<file path="config.mk">
export PLATFORM = sky130hd
export DESIGN_NAME = spc_dev_flat
export DESIGN_NICKNAME = d
export VERILOG_FILES = /design/src/hw/spc_pkg.sv /design/src/hw/spc_link_if.sv /design/src/hw/spc_dev.sv /design/src/flat_wrapper.sv
export SDC_FILE = /design/constraint.sdc
export NUM_CORES = 1
export LEC_CHECK = 0
export ABC_AREA = 1
export ABC_CLOCK_PERIOD_IN_PS = 1830
export BUFFER_PORTS_ARGS = -buffer_cell sky130_fd_sc_hd__buf_2
export CORE_MARGIN = 2
export CORE_UTILIZATION = 25
export CTS_BUF_LIST = sky130_fd_sc_hd__clkbuf_8
export DETAILED_ROUTE_END_ITERATION = 10
export GPL_TIMING_DRIVEN = 0
export SLEW_MARGIN = 20
export SYNTH_ARGS = -nofsm -noshare
export SYNTH_HDL_FRONTEND = slang
export SYNTH_SLANG_ARGS = --single-unit
</file>
<file path="constraint.sdc">
create_clock -name mclk -period 1.83 [get_ports mclk]
set_input_delay 0.183 -clock mclk [delete_from_list [all_inputs] [get_ports mclk]]
set_output_delay 0.183 -clock mclk [all_outputs]
set_load 0.05 [all_outputs]
</file>
<file path="src/hw/spc_pkg.sv">
package spc_pkg;

  // sizes
  localparam int NPORT = 4;
  localparam int AW = 8;
  localparam int DW = 32;
  localparam int CW = 9;
  localparam int IRQ_W = 2 * NPORT;

  // register map: per port block selected by address bits 6:5, globals above
  localparam int GLOBAL_SEL_BIT = 7;
  localparam int PORT_SEL_LSB = 5;
  localparam logic [4:0] OFF_CTRL = 5'h00;
  localparam logic [4:0] OFF_STAT = 5'h04;
  localparam logic [4:0] OFF_CLKDIV = 5'h08;
  localparam logic [4:0] OFF_TIMER = 5'h0C;
  localparam logic [4:0] OFF_TXD = 5'h10;
  localparam logic [4:0] OFF_RXD = 5'h14;
  localparam logic [AW-1:0] ADDR_IRQ_STAT = 8'h80;
  localparam logic [AW-1:0] ADDR_IRQ_MASK = 8'h84;

  // field positions
  localparam int CTRL_LOOP_BIT = 22;
  localparam int CTRL_RMAP_BIT = 16;
  localparam int CTRL_ADDR_LSB = 0;
  localparam int STAT_TXBUSY_BIT = 0;
  localparam int STAT_RXFULL_BIT = 1;
  localparam int STAT_WSYNC_BIT = 6;
  localparam int STAT_ERR_LSB = 8;
  localparam int DIV_START_LSB = 0;
  localparam int RXD_VALID_BIT = 9;
  localparam int CHAR_FLAG_BIT = 8;

  // reset values and codes
  localparam logic [7:0] CLKDIV_RST = 8'h09;
  localparam logic [7:0] NODE_ADDR_RST = 8'hFE;
  localparam logic [7:0] RMAP_PROTO = 8'h01;
  localparam logic [7:0] ERR_NONE = 8'h00;
  localparam logic [7:0] ERR_INV_DEST = 8'h0C;
  localparam logic [3:0] CHAR_BITS = 4'h9;
  localparam logic [3:0] CHAR_LAST = 4'h8;

  // remote node bit time
  localparam int MCLK_NS = 8;
  localparam int NODE_BIT_NS = 160;
  localparam int NODE_BIT_CYC = (NODE_BIT_NS + MCLK_NS - 1) / MCLK_NS;
  localparam logic [4:0] NODE_DIV_LAST = 5'(NODE_BIT_CYC - 1);

  // position inside an incoming packet
  typedef enum logic [2:0] {
    RM_DEST = 3'b001,
    RM_PROTO = 3'b010,
    RM_BODY = 3'b100
  } spc_rmap_e;

  typedef struct packed {
    logic loop_en;
    logic rmap_en;
    logic [7:0] node_addr;
    logic [7:0] clkdiv;
    logic [7:0] divcnt;
    logic [1:0] ds1;
    logic [1:0] ds2;
    logic tx_d;
    logic tx_s;
    logic [CW-1:0] tx_sh;
    logic [3:0] tx_cnt;
    logic rx_par;
    logic [CW-1:0] rx_sh;
    logic [3:0] rx_cnt;
    logic [CW-1:0] rx_char;
    logic rx_full;
    spc_rmap_e rm;
    logic [7:0] dest;
    logic [7:0] err;
  } spc_port_s;

  typedef struct packed {
    spc_port_s [NPORT-1:0] port;
    logic [IRQ_W-1:0] irq_stat;
    logic [IRQ_W-1:0] irq_mask;
    logic [DW-1:0] rdata;
    logic irq;
  } spc_dev_s;

  typedef struct packed {
    logic [1:0] ds1;
    logic [1:0] ds2;
    logic tx_d;
    logic tx_s;
    logic [CW-1:0] tx_sh;
    logic [3:0] tx_cnt;
    logic tx_ready;
    logic rx_par;
    logic [CW-1:0] rx_sh;
    logic [3:0] rx_cnt;
    logic rx_valid;
    logic [CW-1:0] rx_char;
  } spc_lane_s;

  typedef struct packed {
    spc_lane_s [NPORT-1:0] lane;
    logic [4:0] divcnt;
  } spc_node_s;

  // data-strobe step: data carries the bit, strobe toggles when data does not
  function automatic logic [1:0] ds_encode(input logic [1:0] ds, input logic b);
    ds_encode = {b, (b == ds[1]) ? ~ds[0] : ds[0]};
  endfunction

endpackage

</file>
<file path="src/hw/spc_link_if.sv">
`timescale 1ns/1ps
`default_nettype none
// data and strobe lines of four links, one bit per port
interface spc_link_if;
  logic [spc_pkg::NPORT-1:0] dev_d;
  logic [spc_pkg::NPORT-1:0] dev_s;
  logic [spc_pkg::NPORT-1:0] node_d;
  logic [spc_pkg::NPORT-1:0] node_s;
  modport dev (output dev_d, output dev_s, input node_d, input node_s);
  modport node (input dev_d, input dev_s, output node_d, output node_s);
endinterface
`default_nettype wire

</file>
<file path="src/hw/spc_dev.sv">
`timescale 1ns/1ps
`default_nettype none
module spc_dev (
  // clock and reset
  input wire logic mclk,
  input wire logic rst_n,
  // register port
  input wire logic [spc_pkg::AW-1:0] reg_addr,
  input wire logic [spc_pkg::DW-1:0] reg_wdata,
  input wire logic reg_wr,
  input wire logic reg_rd,
  output logic [spc_pkg::DW-1:0] reg_rdata,
  // interrupt
  output logic irq,
  // link
  spc_link_if.dev link
);

  spc_pkg::spc_dev_s s;
  spc_pkg::spc_dev_s next_s;

  // register hit for one port block
  function automatic logic port_hit(input logic [spc_pkg::AW-1:0] a, input int p,
                                    input logic [4:0] off);
    port_hit = !a[spc_pkg::GLOBAL_SEL_BIT]
      && (a[spc_pkg::PORT_SEL_LSB +: 2] == 2'(p))
      && (a[spc_pkg::PORT_SEL_LSB-1:0] == off);
  endfunction

  // next state: bus accesses first so that link events win over clears
  always_comb begin
    spc_pkg::spc_port_s c;
    spc_pkg::spc_port_s q;
    logic tick;
    logic [1:0] ds;
    logic [spc_pkg::CW-1:0] ch;
    logic [spc_pkg::DW-1:0] w;
    logic [spc_pkg::IRQ_W-1:0] ev;
    c = '0;
    q = '0;
    tick = 1'b0;
    ds = '0;
    ch = '0;
    w = '0;
    ev = '0;
    next_s = s;
    next_s.rdata = '0;

    // global registers
    if (reg_wr && reg_addr == spc_pkg::ADDR_IRQ_MASK) begin
      next_s.irq_mask = reg_wdata[spc_pkg::IRQ_W-1:0];
    end
    if (reg_rd && reg_addr == spc_pkg::ADDR_IRQ_STAT) begin
      next_s.rdata = {{(spc_pkg::DW-spc_pkg::IRQ_W){1'b0}}, s.irq_stat};
    end
    if (reg_rd && reg_addr == spc_pkg::ADDR_IRQ_MASK) begin
      next_s.rdata = {{(spc_pkg::DW-spc_pkg::IRQ_W){1'b0}}, s.irq_mask};
    end

    for (int p = 0; p < spc_pkg::NPORT; p++) begin
      c = s.port[p];
      q = c;
      // two flops on the pins; only the second is used below
      q.ds1 = {link.node_d[p], link.node_s[p]};
      q.ds2 = c.ds1;

      if (reg_wr && port_hit(reg_addr, p, spc_pkg::OFF_CTRL)) begin
        q.loop_en = reg_wdata[spc_pkg::CTRL_LOOP_BIT];
        q.rmap_en = reg_wdata[spc_pkg::CTRL_RMAP_BIT];
        q.node_addr = reg_wdata[spc_pkg::CTRL_ADDR_LSB +: 8];
      end
      if (reg_wr && port_hit(reg_addr, p, spc_pkg::OFF_CLKDIV)) begin
        q.clkdiv = reg_wdata[spc_pkg::DIV_START_LSB +: 8];
      end
      // status write ignores bit 6
      // any status write only clears the error code field
      if (reg_wr && port_hit(reg_addr, p, spc_pkg::OFF_STAT)) begin
        q.err = spc_pkg::ERR_NONE;
      end
      // a character written while busy is dropped; poll the busy bit first
      if (reg_wr && port_hit(reg_addr, p, spc_pkg::OFF_TXD) && c.tx_cnt == '0) begin
        q.tx_sh = reg_wdata[spc_pkg::CW-1:0];
        q.tx_cnt = spc_pkg::CHAR_BITS;
      end
      if (reg_rd && port_hit(reg_addr, p, spc_pkg::OFF_RXD)) begin
        q.rx_full = 1'b0;
      end

      // read data of this port block
      w = '0;
      if (port_hit(reg_addr, p, spc_pkg::OFF_CTRL)) begin
        w[spc_pkg::CTRL_LOOP_BIT] = c.loop_en;
        w[spc_pkg::CTRL_RMAP_BIT] = c.rmap_en;
        w[spc_pkg::CTRL_ADDR_LSB +: 8] = c.node_addr;
      end
      if (port_hit(reg_addr, p, spc_pkg::OFF_STAT)) begin
        w[spc_pkg::STAT_TXBUSY_BIT] = (c.tx_cnt != '0);
        w[spc_pkg::STAT_RXFULL_BIT] = c.rx_full;
        w[spc_pkg::STAT_WSYNC_BIT] = 1'b0;
        w[spc_pkg::STAT_ERR_LSB +: 8] = c.err;
      end
      if (port_hit(reg_addr, p, spc_pkg::OFF_CLKDIV)) begin
        w[spc_pkg::DIV_START_LSB +: 8] = c.clkdiv;
      end
      // timer register reads zero
      // the timer offset has no decode and stores nothing, so w stays zero
      if (port_hit(reg_addr, p, spc_pkg::OFF_RXD)) begin
        w[spc_pkg::RXD_VALID_BIT] = c.rx_full;
        w[spc_pkg::CW-1:0] = c.rx_char;
      end
      if (reg_rd && !reg_addr[spc_pkg::GLOBAL_SEL_BIT]
          && reg_addr[spc_pkg::PORT_SEL_LSB +: 2] == 2'(p)) begin
        next_s.rdata = w;
      end

      // divider from startup field
      // reload from the register so a new divisor acts after the current period
      tick = (c.divcnt == '0);
      q.divcnt = tick ? c.clkdiv : c.divcnt - 8'h01;

      if (tick && c.tx_cnt != '0) begin
        {q.tx_d, q.tx_s} = spc_pkg::ds_encode({c.tx_d, c.tx_s}, c.tx_sh[0]);
        q.tx_sh = {1'b0, c.tx_sh[spc_pkg::CW-1:1]};
        q.tx_cnt = c.tx_cnt - 4'h1;
      end

      // internal loopback select
      // pins keep being driven in loopback; the remote end just sees traffic
      ds = c.loop_en ? {c.tx_d, c.tx_s} : c.ds2;

      // tick samples receiver
      // at most one bit per tick, so the far end must not send faster
      if (tick && (ds[1] ^ ds[0]) != c.rx_par) begin
        q.rx_par = ~c.rx_par;
        ch = {ds[1], c.rx_sh[spc_pkg::CW-1:1]};
        q.rx_sh = ch;
        if (c.rx_cnt == spc_pkg::CHAR_LAST) begin
          q.rx_cnt = '0;
          q.rx_char = ch;
          q.rx_full = 1'b1;
          ev[p] = 1'b1;
          if (ch[spc_pkg::CHAR_FLAG_BIT]) begin
            // a control character ends the packet
            q.rm = spc_pkg::RM_DEST;
          end else begin
            case (c.rm)
              spc_pkg::RM_DEST: begin
                q.dest = ch[7:0];
                q.rm = spc_pkg::RM_PROTO;
              end
              spc_pkg::RM_PROTO: begin
                q.rm = spc_pkg::RM_BODY;
                if (c.rmap_en && ch[7:0] == spc_pkg::RMAP_PROTO
                    && c.dest != c.node_addr) begin
                  q.err = spc_pkg::ERR_INV_DEST;
                  ev[spc_pkg::NPORT+p] = 1'b1;
                end
              end
              spc_pkg::RM_BODY: begin
                q.rm = spc_pkg::RM_BODY;
              end
              default: begin
                q.rm = spc_pkg::RM_DEST;
              end
            endcase
          end
        end else begin
          q.rx_cnt = c.rx_cnt + 4'h1;
        end
      end

      // loop switch resyncs receiver
      // the parity jump between the two sources would otherwise read as a stray bit;
      // a half-received character is dropped, so switch only while the link is quiet
      if (q.loop_en != c.loop_en) begin
        q.rx_par = q.loop_en ? (q.tx_d ^ q.tx_s) : (q.ds2[1] ^ q.ds2[0]);
        q.rx_cnt = '0;
      end
      next_s.port[p] = q;
    end

    // sticky status: read clears, a same-cycle event still lands
    if (reg_rd && reg_addr == spc_pkg::ADDR_IRQ_STAT) begin
      next_s.irq_stat = ev;
    end else begin
      next_s.irq_stat = s.irq_stat | ev;
    end
    next_s.irq = |(next_s.irq_stat & next_s.irq_mask);
  end

  // state register
  always_ff @(posedge mclk or negedge rst_n) begin
    if (!rst_n) begin
      s <= '0;
      for (int p = 0; p < spc_pkg::NPORT; p++) begin
        s.port[p].clkdiv <= spc_pkg::CLKDIV_RST;
        s.port[p].node_addr <= spc_pkg::NODE_ADDR_RST;
        s.port[p].rm <= spc_pkg::RM_DEST;
      end
    end else begin
      s <= next_s;
    end
  end

  // outputs straight from the state
  assign reg_rdata = s.rdata;
  assign irq = s.irq;
  for (genvar g = 0; g < spc_pkg::NPORT; g++) begin : g_pin
    assign link.dev_d[g] = s.port[g].tx_d;
    assign link.dev_s[g] = s.port[g].tx_s;
  end

endmodule // spc_dev
`default_nettype wire

</file>
<file path="src/flat_wrapper.sv">
// flat-port wrapper written by rule: the top's interface ports become plain ports
module spc_dev_flat 
  (mclk, rst_n, reg_addr, reg_wdata, reg_wr, reg_rd, reg_rdata, irq, link_dev_d, link_dev_s, link_node_d, link_node_s);
  spc_link_if link_i ();
  input wire logic mclk;
  input wire logic rst_n;
  input wire logic [spc_pkg::AW-1:0] reg_addr;
  input wire logic [spc_pkg::DW-1:0] reg_wdata;
  input wire logic reg_wr;
  input wire logic reg_rd;
  output logic [spc_pkg::DW-1:0] reg_rdata;
  output logic irq;
  output wire logic [$bits(link_i.dev_d)-1:0] link_dev_d;
  output wire logic [$bits(link_i.dev_s)-1:0] link_dev_s;
  input wire logic [$bits(link_i.node_d)-1:0] link_node_d;
  input wire logic [$bits(link_i.node_s)-1:0] link_node_s;
  assign link_dev_d = link_i.dev_d;
  assign link_dev_s = link_i.dev_s;
  assign link_i.node_d = link_node_d;
  assign link_i.node_s = link_node_s;
  spc_dev u_core (.mclk(mclk), .rst_n(rst_n), .reg_addr(reg_addr), .reg_wdata(reg_wdata), .reg_wr(reg_wr), .reg_rd(reg_rd), .reg_rdata(reg_rdata), .irq(irq), .link(link_i));
endmodule
</file>
Yosys cells after proc, flatten, opt, wreduce, memory -nomap -nowiden
Index checks and enable logic that the tools add are counted.
{ "totals": {"n_memories": 0, "mem_bits_rw": 0, "regBits": 392, "inputBits": 52, "latchBits": 0, "wordCells": 419, "rom_bits": 0, "out_inout_bits": 41} }
{ "op_classes": {"bitwise_logic": 26, "shifts": 0, "div_mod_pow": 0, "mul": 0, "magnitude_cmp": 0, "mux": 148, "addsub": 12, "n_reduce_logical": 108, "n_eq_ne": 45} }
{ "op_table": {"columns": ["cell", "n"], "rows": [
  ["2-to-1 mux 8 bit", 36],
  ["2-to-1 mux 43 bit", 4],
  ["2-to-1 mux 29 bit", 4],
  ["2-to-1 mux 23 bit", 4],
  ["2-to-1 mux 10 bit", 8],
  ["logical AND 1 bit", 72],
  ["2-to-1 mux 16 bit", 4],
  ["2-to-1 mux 15 bit", 4],
  ["2-to-1 mux 1 bit", 56],
  ["2-to-1 mux 13 bit", 4],
  ["== test 8 x 1 -> 1 bit (second input constant)", 4],
  ["zero test 8 bit", 4],
  ["2-to-1 mux 4 bit", 8],
  ["!= test 8 bit", 4],
  ["subtractor 8 x 1 -> 8 bit (second input constant)", 4],
  ["one-hot mux 3 bit (2 select lines)", 4],
  ["adder 4 x 1 -> 4 bit (second input constant)", 4],
  ["== test 4 bit (second input constant)", 4],
  ["== test 8 bit (second input constant)", 2],
  ["zero test 4 bit", 4],
  ["2-to-1 mux 2 bit", 8],
  ["AND reduction 4 bit", 4],
  ["nonzero test 2 bit", 8],
  ["nonzero test 4 bit", 4],
  ["other kinds (22)", 77]
]} }

Longest topological paths before layout
Gate-level depths: netlist of run 1.
{ "logic_depth": {"ltp_word": 12, "depth_mapped": 16, "mapped_depth_nobuf": 14} }

Least setup slack after synthesis of run 1
Ideal clock, no wire load.
{ "synth_path": {"kind": "register to register", "start": "register u_core.s[287] (netlist name)", "end": "register u_core.s[267] (netlist name)", "arrival_time_ns": 1.691, "period_less_slack_ns": 1.812, "required_ns": 1.709, "path_buffers": 1, "setup_time_ns": 0.121, "path_stages_with_launch": 14, "setup_slack_ns": 0.018, "cell_sequence": "dfrtp_1 inv_1 ha_1 nand3_1 nor2_2 nand2_2 inv_1 buf_4 nand2_1 nand2_1 inv_1 or2_1 nand3_1 a21oi_1"} }
{ "synth_rtl": {"columns": ["element", "line", "rtl"], "rows": [
  ["from (decl)", "spc_dev.sv:19", "spc_pkg::spc_dev_s s;"],
  ["from (signal assigned)", "spc_dev.sv:201", "s <= next_s;"]
]} }

==> results of run 1 <==
==> layout make-up <==
cell class / instances / area, um^2 / share of cell area, %
Tap cell: 959 / 1200 / 5.26
Buffer: 99 / 722 / 3.16
Clock inverter: 42 / 219 / 0.960
Sequential cell: 383 / 9640 / 42.2
Multi-Input combinational cell: 1444 / 7670 / 33.6
Antenna cell: 2 / 5.00 / 0.0219
Inverter: 248 / 970 / 4.25
Clock buffer: 82 / 1130 / 4.95
Timing Repair Buffer: 146 / 1260 / 5.51
==> routing by layer <==
| metal | routed length (um) | global-route usage [%] | part of all wire, % |
|---|---|---|---|
| met5 | 9 | 0 | 0.017 |
| met4 | 1520 | 4.96 | 2.8 |
| met3 | 3480 | 2.81 | 6.5 |
| met2 | 23900 | 21.4 | 45 |
| met1 | 24500 | 19.4 | 46 |
==> through the flow <==
step / TNS (ns) / total power, W / setup WS [ns]
6_report: -0.224 / 0.0258 / -0.117
2_1_floorplan: 0 / 0.0153 / 0.0183
4_1_cts: -0.257 / 0.0254 / -0.152
3_5_place_dp: -71.93 / 0.0168 / -0.688
3_3_place_gp: -2746.34 / 0.0167 / -7.33
5_1_grt: -2.64 / 0.0275 / -0.220
==> how the worst min path moves through the flow <==
stage | startpoint | endpoint | slack (ns)
floorplan | rst_n | u_core.irq$_DFF_PN0_ | -0.11
global placement | link_node_d[2] | u_core.next_s[284]$_DFF_PN0_ | 0.29
detailed placement | rst_n | u_core.next_s[195]$_DFF_PN0_ | 0.07
CTS | rst_n | u_core.s[152]$_DFFE_PN0P_ | -0.09
global route | rst_n | u_core.s[179]$_DFFE_PN0P_ | -0.06
finish | rst_n | u_core.s[179]$_DFFE_PN0P_ | -0.10
==> sequential cells by signal (all words and copies together), names as in the netlist <==
name / count
u_core.irq: 1
u_core.link.dev_s: 4
u_core.next_s: 8
u_core.s: 348
u_core.link.dev_d: 4
u_core.reg_rdata: 18
==> power groups by stage <==
stage,clock network (W),logic [W],registers (W)
after floorplan,0,0.00429,0.0110
after global placement,0,0.00542,0.0113
final,0.00800,0.00658,0.0112
after global routing,0.00863,0.00740,0.0114
after detailed placement,0,0.00558,0.0113
after CTS,0.00821,0.00600,0.0112
==> kinds of logic (layout without fill, tap and decap cells) <==
group                    Yosys count  count (layout)
other                              1              16
adder cells (fa/ha/maj)           21              21
buffers and inverters            348             617
AND/OR/NAND/NOR                  972             973
XOR/XNOR                          51              51
AO/OA/AOI/OAI                    385             385
flip-flops                       383             383
==> cells in the final DEF (no fill, tap or decap), drive strengths merged, types with 9 or more instances in the layout <==
master and n:
inv 282, xnor2 23, o21ai 221, or2 9
o211ai 38, o22ai 18, ha 21, nand2 618
dfstp 40, nand4 31, o221ai 9, dlygate4sd3 15
nand3 94, xor2 28, nor2 203, a21oi 63
buf 204, conb 14, dfrtp 343, clkbuf 108
nor3 10
==> repair_timing <==
| item | CTS | global route |
|---|---|---|
| pin swaps | 15 | 37 |
| endpoints found under the hold margin | 126 | 53 |
| buffers inserted | 20 | 44 |
| gates resized for setup | 78 | 145 |
| endpoints found under the setup margin | 206 | 175 |
| gates cloned | 1 | 4 |
==> critical path, stage by stage (launching register included) <==
cell	delay, ns
dfrtp_1	0.39
inv_2	0.09
ha_4	0.16
nand3_4	0.09
nor2_4	0.25
nand3_2	0.15
nor2_4	0.12
buf_8	0.15
nand2_8	0.09
nand2_2	0.09
nand2_1	0.05
nand2_1	0.09
nor2_2	0.04
nand2_2	0.11
==> summary.md, run 1 <==
| Metric | Value |
|---|---|
| Final wirelength | `53.5 mm` |
| Inst Count DP | `between 3000 and 4000` |
| I/O Buffers | `54` |
| Max IR drop VDD | `799 uV` |
| FILL cells | `between 7000 and 8000` |
| Crit Reg-Reg Startpoint | `u_core.s[287]$_DFF_PN0_` |
| Worst slew margin | `24.3%` |
| Power share of the combinational group | `25.5%` |
| Root Buffer | `clkbuf_8` |
| Initial antenna violation count | `3` |
| Final Non-Filler Cells | `3405` |
| Register bit total from synthesis | `about 380` |
| Vias in the first global route | `about 14000` |
| Hold-fix buffer count after cts | `21` |
| Tmin final | `1.95 ns` |
| Crit path required time | `2.37 ns` |
| Final setup margin | `-0.117 ns` |
| Row count | `99` |
| DRT Pass-1 Iters | `6` |
| Predominant post-synthesis flop cell | `dfrtp_1` |
| DRT antenna net count | `0` |
| Total GRT Usage | `between 10 and 15%` |
| Nets | `roughly 2500` |
| Share of the synthesized area in the top cell type | `between 40% and 50%` |
| Worst-Skew Late Latency | `approximately 0.64 ns` |
| Psw | `between 0.008 and 0.009 W` |
| Layout cells sized above 1 | `between 20% and 30%` |
| HP Class | `input pin to asynchronous set/reset pin` |
| Sequential Power Share | `43.5%` |
| Pin count of the biggest net entering global routing | `84` |
| Lkg Pwr | `approximately 11 nW` |
| Syn-to-layout area delta | `24.4%` |
| Finished Core Util | `31.3%` |
| Post-synthesis xor/xnor area fraction | `roughly 2.4%` |
| Clock transition at the registers of the reported paths | `roughly 0.060 ns` |
| First-pass GRT wire length | `about 82 mm` |
| Syn Inst Count | `between 2000 and 2500` |
| CTS Buf Count | `69` |
| CP Launch Type | `flip-flop` |
| Sink Count | `about 380` |
| # IOs | `93` |
| Syn Std Cell Area | `roughly 18000 um^2` |
| Failing checks | `hold timing, setup timing` |
| Core area | `approximately 73000 um^2` |
| Post-synth EDFFs | `0` |
| Initial core utilization | `approximately 25%` |
| Clock tree buffer depth | `3` |
| Total gr overflow | `0` |
| Setup crit end kind | `flip-flop` |
| Reg-to-reg endpoint | `u_core.irq$_DFF_PN0_` |
| Final setup fails | `2` |
| Most numerous cell in the Yosys netlist | `nand2_1` |
| R2r setup slk | `-0.12 ns` |
| Total vias in the final route | `15230` |
| Area fraction in compound gates after synthesis | `a little under an eighth` |
| Detailed Place HPWL | `around 37 mm` |
| DIE WIDTH | `approximately 270 um` |
| Fmax | `slightly above 500 MHz` |
| Avg Inst Size Synth | `approximately 8.5 um^2` |
| CTS tree | `built` |
| Largest family of logic cells by synthesized area | `simple AND/OR/NAND/NOR gates` |
| Worst Path Max Fanout | `9` |
| Commonest cells post-synth | `595 x nand2_1, 343 x dfrtp_1, 229 x inv_1, 190 x o21ai_0, 178 x nor2_1` |
| Worst hold slack | `-0.102 ns` |
| Number of H-tree levels | `3` |
| Max-cap violations | `0` |
| Post-synth ARST share | `100%` |
| Adder-cell area share of the yosys netlist | `under 10%` |
| Outcome | `finished with violations` |
| Cell Area, Placed | `approximately 20000 um^2` |
| Sw Ratio | `approximately a third` |
| Slew Limit Fails | `0` |
| Ys Warns | `0` |
| Crit path to | `u_core.irq$_DFF_PN0_` |
| Period utilization | `106%` |
| Worst-Margin Slew | `~1.1 ns` |
| RSZ-0062 raised after global routing | `yes` |
| Largest area contributor in the netlist | `dfrtp_1` |
| Post-route cell area | `~23000 um^2` |
| Kind of critical path | `flip-flop to flip-flop` |
| Cell Int Power | `0.0170 W` |
| Die height | `275 um` |
| Sequential share of the synthesized area | `a little over half` |
| Crit path from | `u_core.s[287]$_DFF_PN0_` |
| DIE AREA | `75500 um^2` |
| Synth area leaders | `dfrtp_1 47%, nand2_1 12%, dfstp_2 5.7%` |
| DR vias/cell | `4.47` |
| Hold Violations, Final | `74` |
| Simple logic cell fraction of the synthesized area | `about 23%` |
| Worst path arrival time | `between 2 and 2.5 ns` |
| Post-synth cell types | `slightly below 60` |
| Worst clock skew | `roughly 0.046 ns` |
| Mux cell area share after synthesis | `0%` |
| Proportion of power drawn by the clock network | `a little under a third` |
| Drt initial violations | `1228` |
| RD Place Congestion | `around 0.85` |
| Reg2Reg Depth | `13` |
| Drc violations | `0` |
| Pwr Density | `around 1100 nW/um^2` |
| Drt wl/cell | `15.7 um` |
No activity file was read; power rests on OpenSTA's default activity.
==> run 2: changes to the inputs <==
- CORE_UTILIZATION: 25 -> 40
==> summary.md, run 2 (synthesis gave the netlist of run 1 again) <==
| Metric | Value |
|---|---|
| Number of H-tree levels | `3` |
| CTS tree | `built` |
| Sink Count | `between 300 and 400` |
| Final setup fails | `3` |
| Worst Path Max Fanout | `6` |
| Drt wl/cell | `~17 um` |
| Pwr Density | `roughly 1200 nW/um^2` |
| Power, Total | `roughly 0.026 W` |
| FILL cells | `approximately 4300` |
| Clock tree buffer depth | `3` |
| Max reg flops | `348` |
| Final wirelength | `around 50 mm` |
| Commonest non-fill, non-tap cell in the layout | `nand2_1` |
| Outcome | `finished with violations` |
| HP Class | `input pin to flip-flop` |
| Worst-Skew Late Latency | `about 0.63 ns` |
| DRT antenna net count | `0` |
| Detailed Place HPWL | `~36 mm` |
| Proportion of power drawn by the clock network | `between 30% and 40%` |
| I/O Buffers | `54` |
| Biggest register | `u_core.s` |
| Layout cells sized above 1 | `23.0%` |
| DIE WIDTH | `between 200 and 250 um` |
| Final Non-Filler Cells | `just over 3000` |
| Total gr overflow | `0` |
| Hold Violations, Final | `0` |
| Nets | `around 2500` |
| Tmin final | `about 1.9 ns` |
| Worst path arrival time | `~2.4 ns` |
| Drc violations | `0` |
| Kind of critical path | `flip-flop to flip-flop` |
| CTS Buf Count | `70` |
| Sw Ratio | `34.1%` |
| Clock transition at the registers of the reported paths | `0.06 ns` |
| Max-cap violations | `0` |
| Core area | `about 45000 um^2` |
| Worst-Margin Slew | `approximately 1.0 ns` |
| Initial core utilization | `40.5%` |
| Drt initial violations | `1122` |
| Crit path required time | `2.30 ns` |
| Vias in the first global route | `about 15000` |
| CP Launch Type | `flip-flop` |
| DRT Pass-1 Iters | `5` |
| Final setup margin | `-0.0503 ns` |
| Worst clock skew | `a little under 0.04 ns` |
| Fmax | `about 530 MHz` |
| Lkg Pwr | `10.7 nW` |
| RSZ-0062 raised after global routing | `yes` |
| Slew Limit Fails | `0` |
| Die height | `approximately 220 um` |
| R2r setup slk | `-0.05 ns` |
| Hold Path Cell Cnt | `3` |
| DR vias/cell | `roughly 5` |
| Most frequent cells in the layout | `549 x nand2_1, 342 x dfrtp_1, 232 x inv_1, 181 x o21ai_0, 166 x nor2_1` |
| Power share of the combinational group | `25.5%` |
| Max IR drop VDD | `~1100 uV` |
| RD Place Congestion | `0.920` |
| First-pass GRT wire length | `just over 80 mm` |
| Total GRT Usage | `21.8%` |
| Cell Int Power | `0.0173 W` |
| Cell Area, Placed | `a little under 20000 um^2` |
| Worst slew margin | `approximately 34%` |
| Psw | `approximately 0.0089 W` |
| DIE AREA | `approximately 48000 um^2` |
| Row count | `roughly 80` |
| Initial antenna violation count | `0` |
| # IOs | `93` |
| Pin count of the biggest net entering global routing | `90` |
| Period utilization | `103%` |
| Failing checks | `setup timing` |
| Sequential Power Share | `between 40% and 50%` |
| Diodes inserted | `0` |
| Post-route cell area | `between 20000 and 25000 um^2` |
| Inst Count DP | `2832` |
| Setup crit end kind | `flip-flop` |
| Total vias in the final route | `about 15000` |
| Reg2Reg Depth | `16` |
| Root Buffer | `clkbuf_8` |
| Syn-to-layout area delta | `22.4%` |
-- run 2: critical path: stages, from the launching register on --
cell     delay (ns)
dfrtp_1        0.37
buf_6          0.13
inv_4          0.07
nand2_1        0.06
nand2_2        0.07
nand2_1        0.08
nand2_2        0.09
nand2_2        0.06
nand3_4        0.09
nor2_4         0.04
buf_8          0.15
nand2_8        0.09
nand2_2        0.05
nand2_1        0.05
nand2_1        0.06
nor2_1         0.13
nand2_1        0.13
-- run 2: area by class of cell --
type / instances / area, um^2 / share of cell area (%)
tap: 600 / 751 / 3.34
clock inverter: 40 / 228 / 1.01
multi-input combinational: 1443 / 7790 / 34.7
buffer: 97 / 712 / 3.17
clock buffer: 88 / 1210 / 5.39
inverter: 248 / 986 / 4.39
sequential: 383 / 9640 / 42.9
timing repair buffer: 140 / 1130 / 5.05
-- run 2: layer usage --
layer | routed length, um | GRT usage [%]
met4 | 1750 | 9.30
met3 | 2790 | 3.58
met2 | 23900 | 34.6
met1 | 23000 | 29.6
met5 | 0 | 0
-- run 2: stage by stage --
step / hold WS [ns] / setup slack [ns] / util [%] / setup TNS (ns)
6_report: 0.0181 / -0.0503 / 49.6 / -0.0734
5_1_grt: 0.0174 / -0.128 / 49.6 / -1.67
4_1_cts: 0.000904 / -0.0724 / 47.6 / -0.180
3_5_place_dp: 0.251 / -0.574 / 43.1 / -59.67
3_3_place_gp: 0.293 / -7.11 / 42.9 / -2657.82
2_1_floorplan: -0.113 / 0.0183 / - / 0
-- run 2: worst paths after layout --
check / start / endpoint
hold / removal: reg_wdata[2] / u_core.s[98]$_DFFE_PN0P_
max in group asynchronous: rst_n / u_core.s[236]$_DFFE_PN0P_
min in group asynchronous: rst_n / u_core.next_s[196]$_DFF_PN0_
hold reg to reg: u_core.next_s[372]$_DFF_PN0_ / u_core.s[372]$_DFF_PN0_
setup / recovery: u_core.s[312]$_DFF_PN0_ / u_core.irq$_DFF_PN0_
setup reg to reg: u_core.s[312]$_DFF_PN0_ / u_core.irq$_DFF_PN0_
-- run 2: what timing repair did --
item                                    4_1_cts  5_1_grt
pin swaps                                    17       37
hold endpoints to repair                    105        0
endpoints found under the setup margin      207      174
gates resized for setup                      77      163
gates cloned                                  0        2
hold buffers                                 13        0
buffers inserted                             25       42
-- run 2: power groups by stage --
| stage | registers [W] | logic [W] | clock network [W] |
|---|---|---|---|
| floorplan | 0.0110 | 0.00429 | 0 |
| global placement | 0.0112 | 0.00536 | 0 |
| detailed placement | 0.0113 | 0.00561 | 0 |
| CTS | 0.0112 | 0.00599 | 0.00848 |
| global route | 0.0114 | 0.00756 | 0.00889 |
| finish | 0.0112 | 0.00670 | 0.00831 |
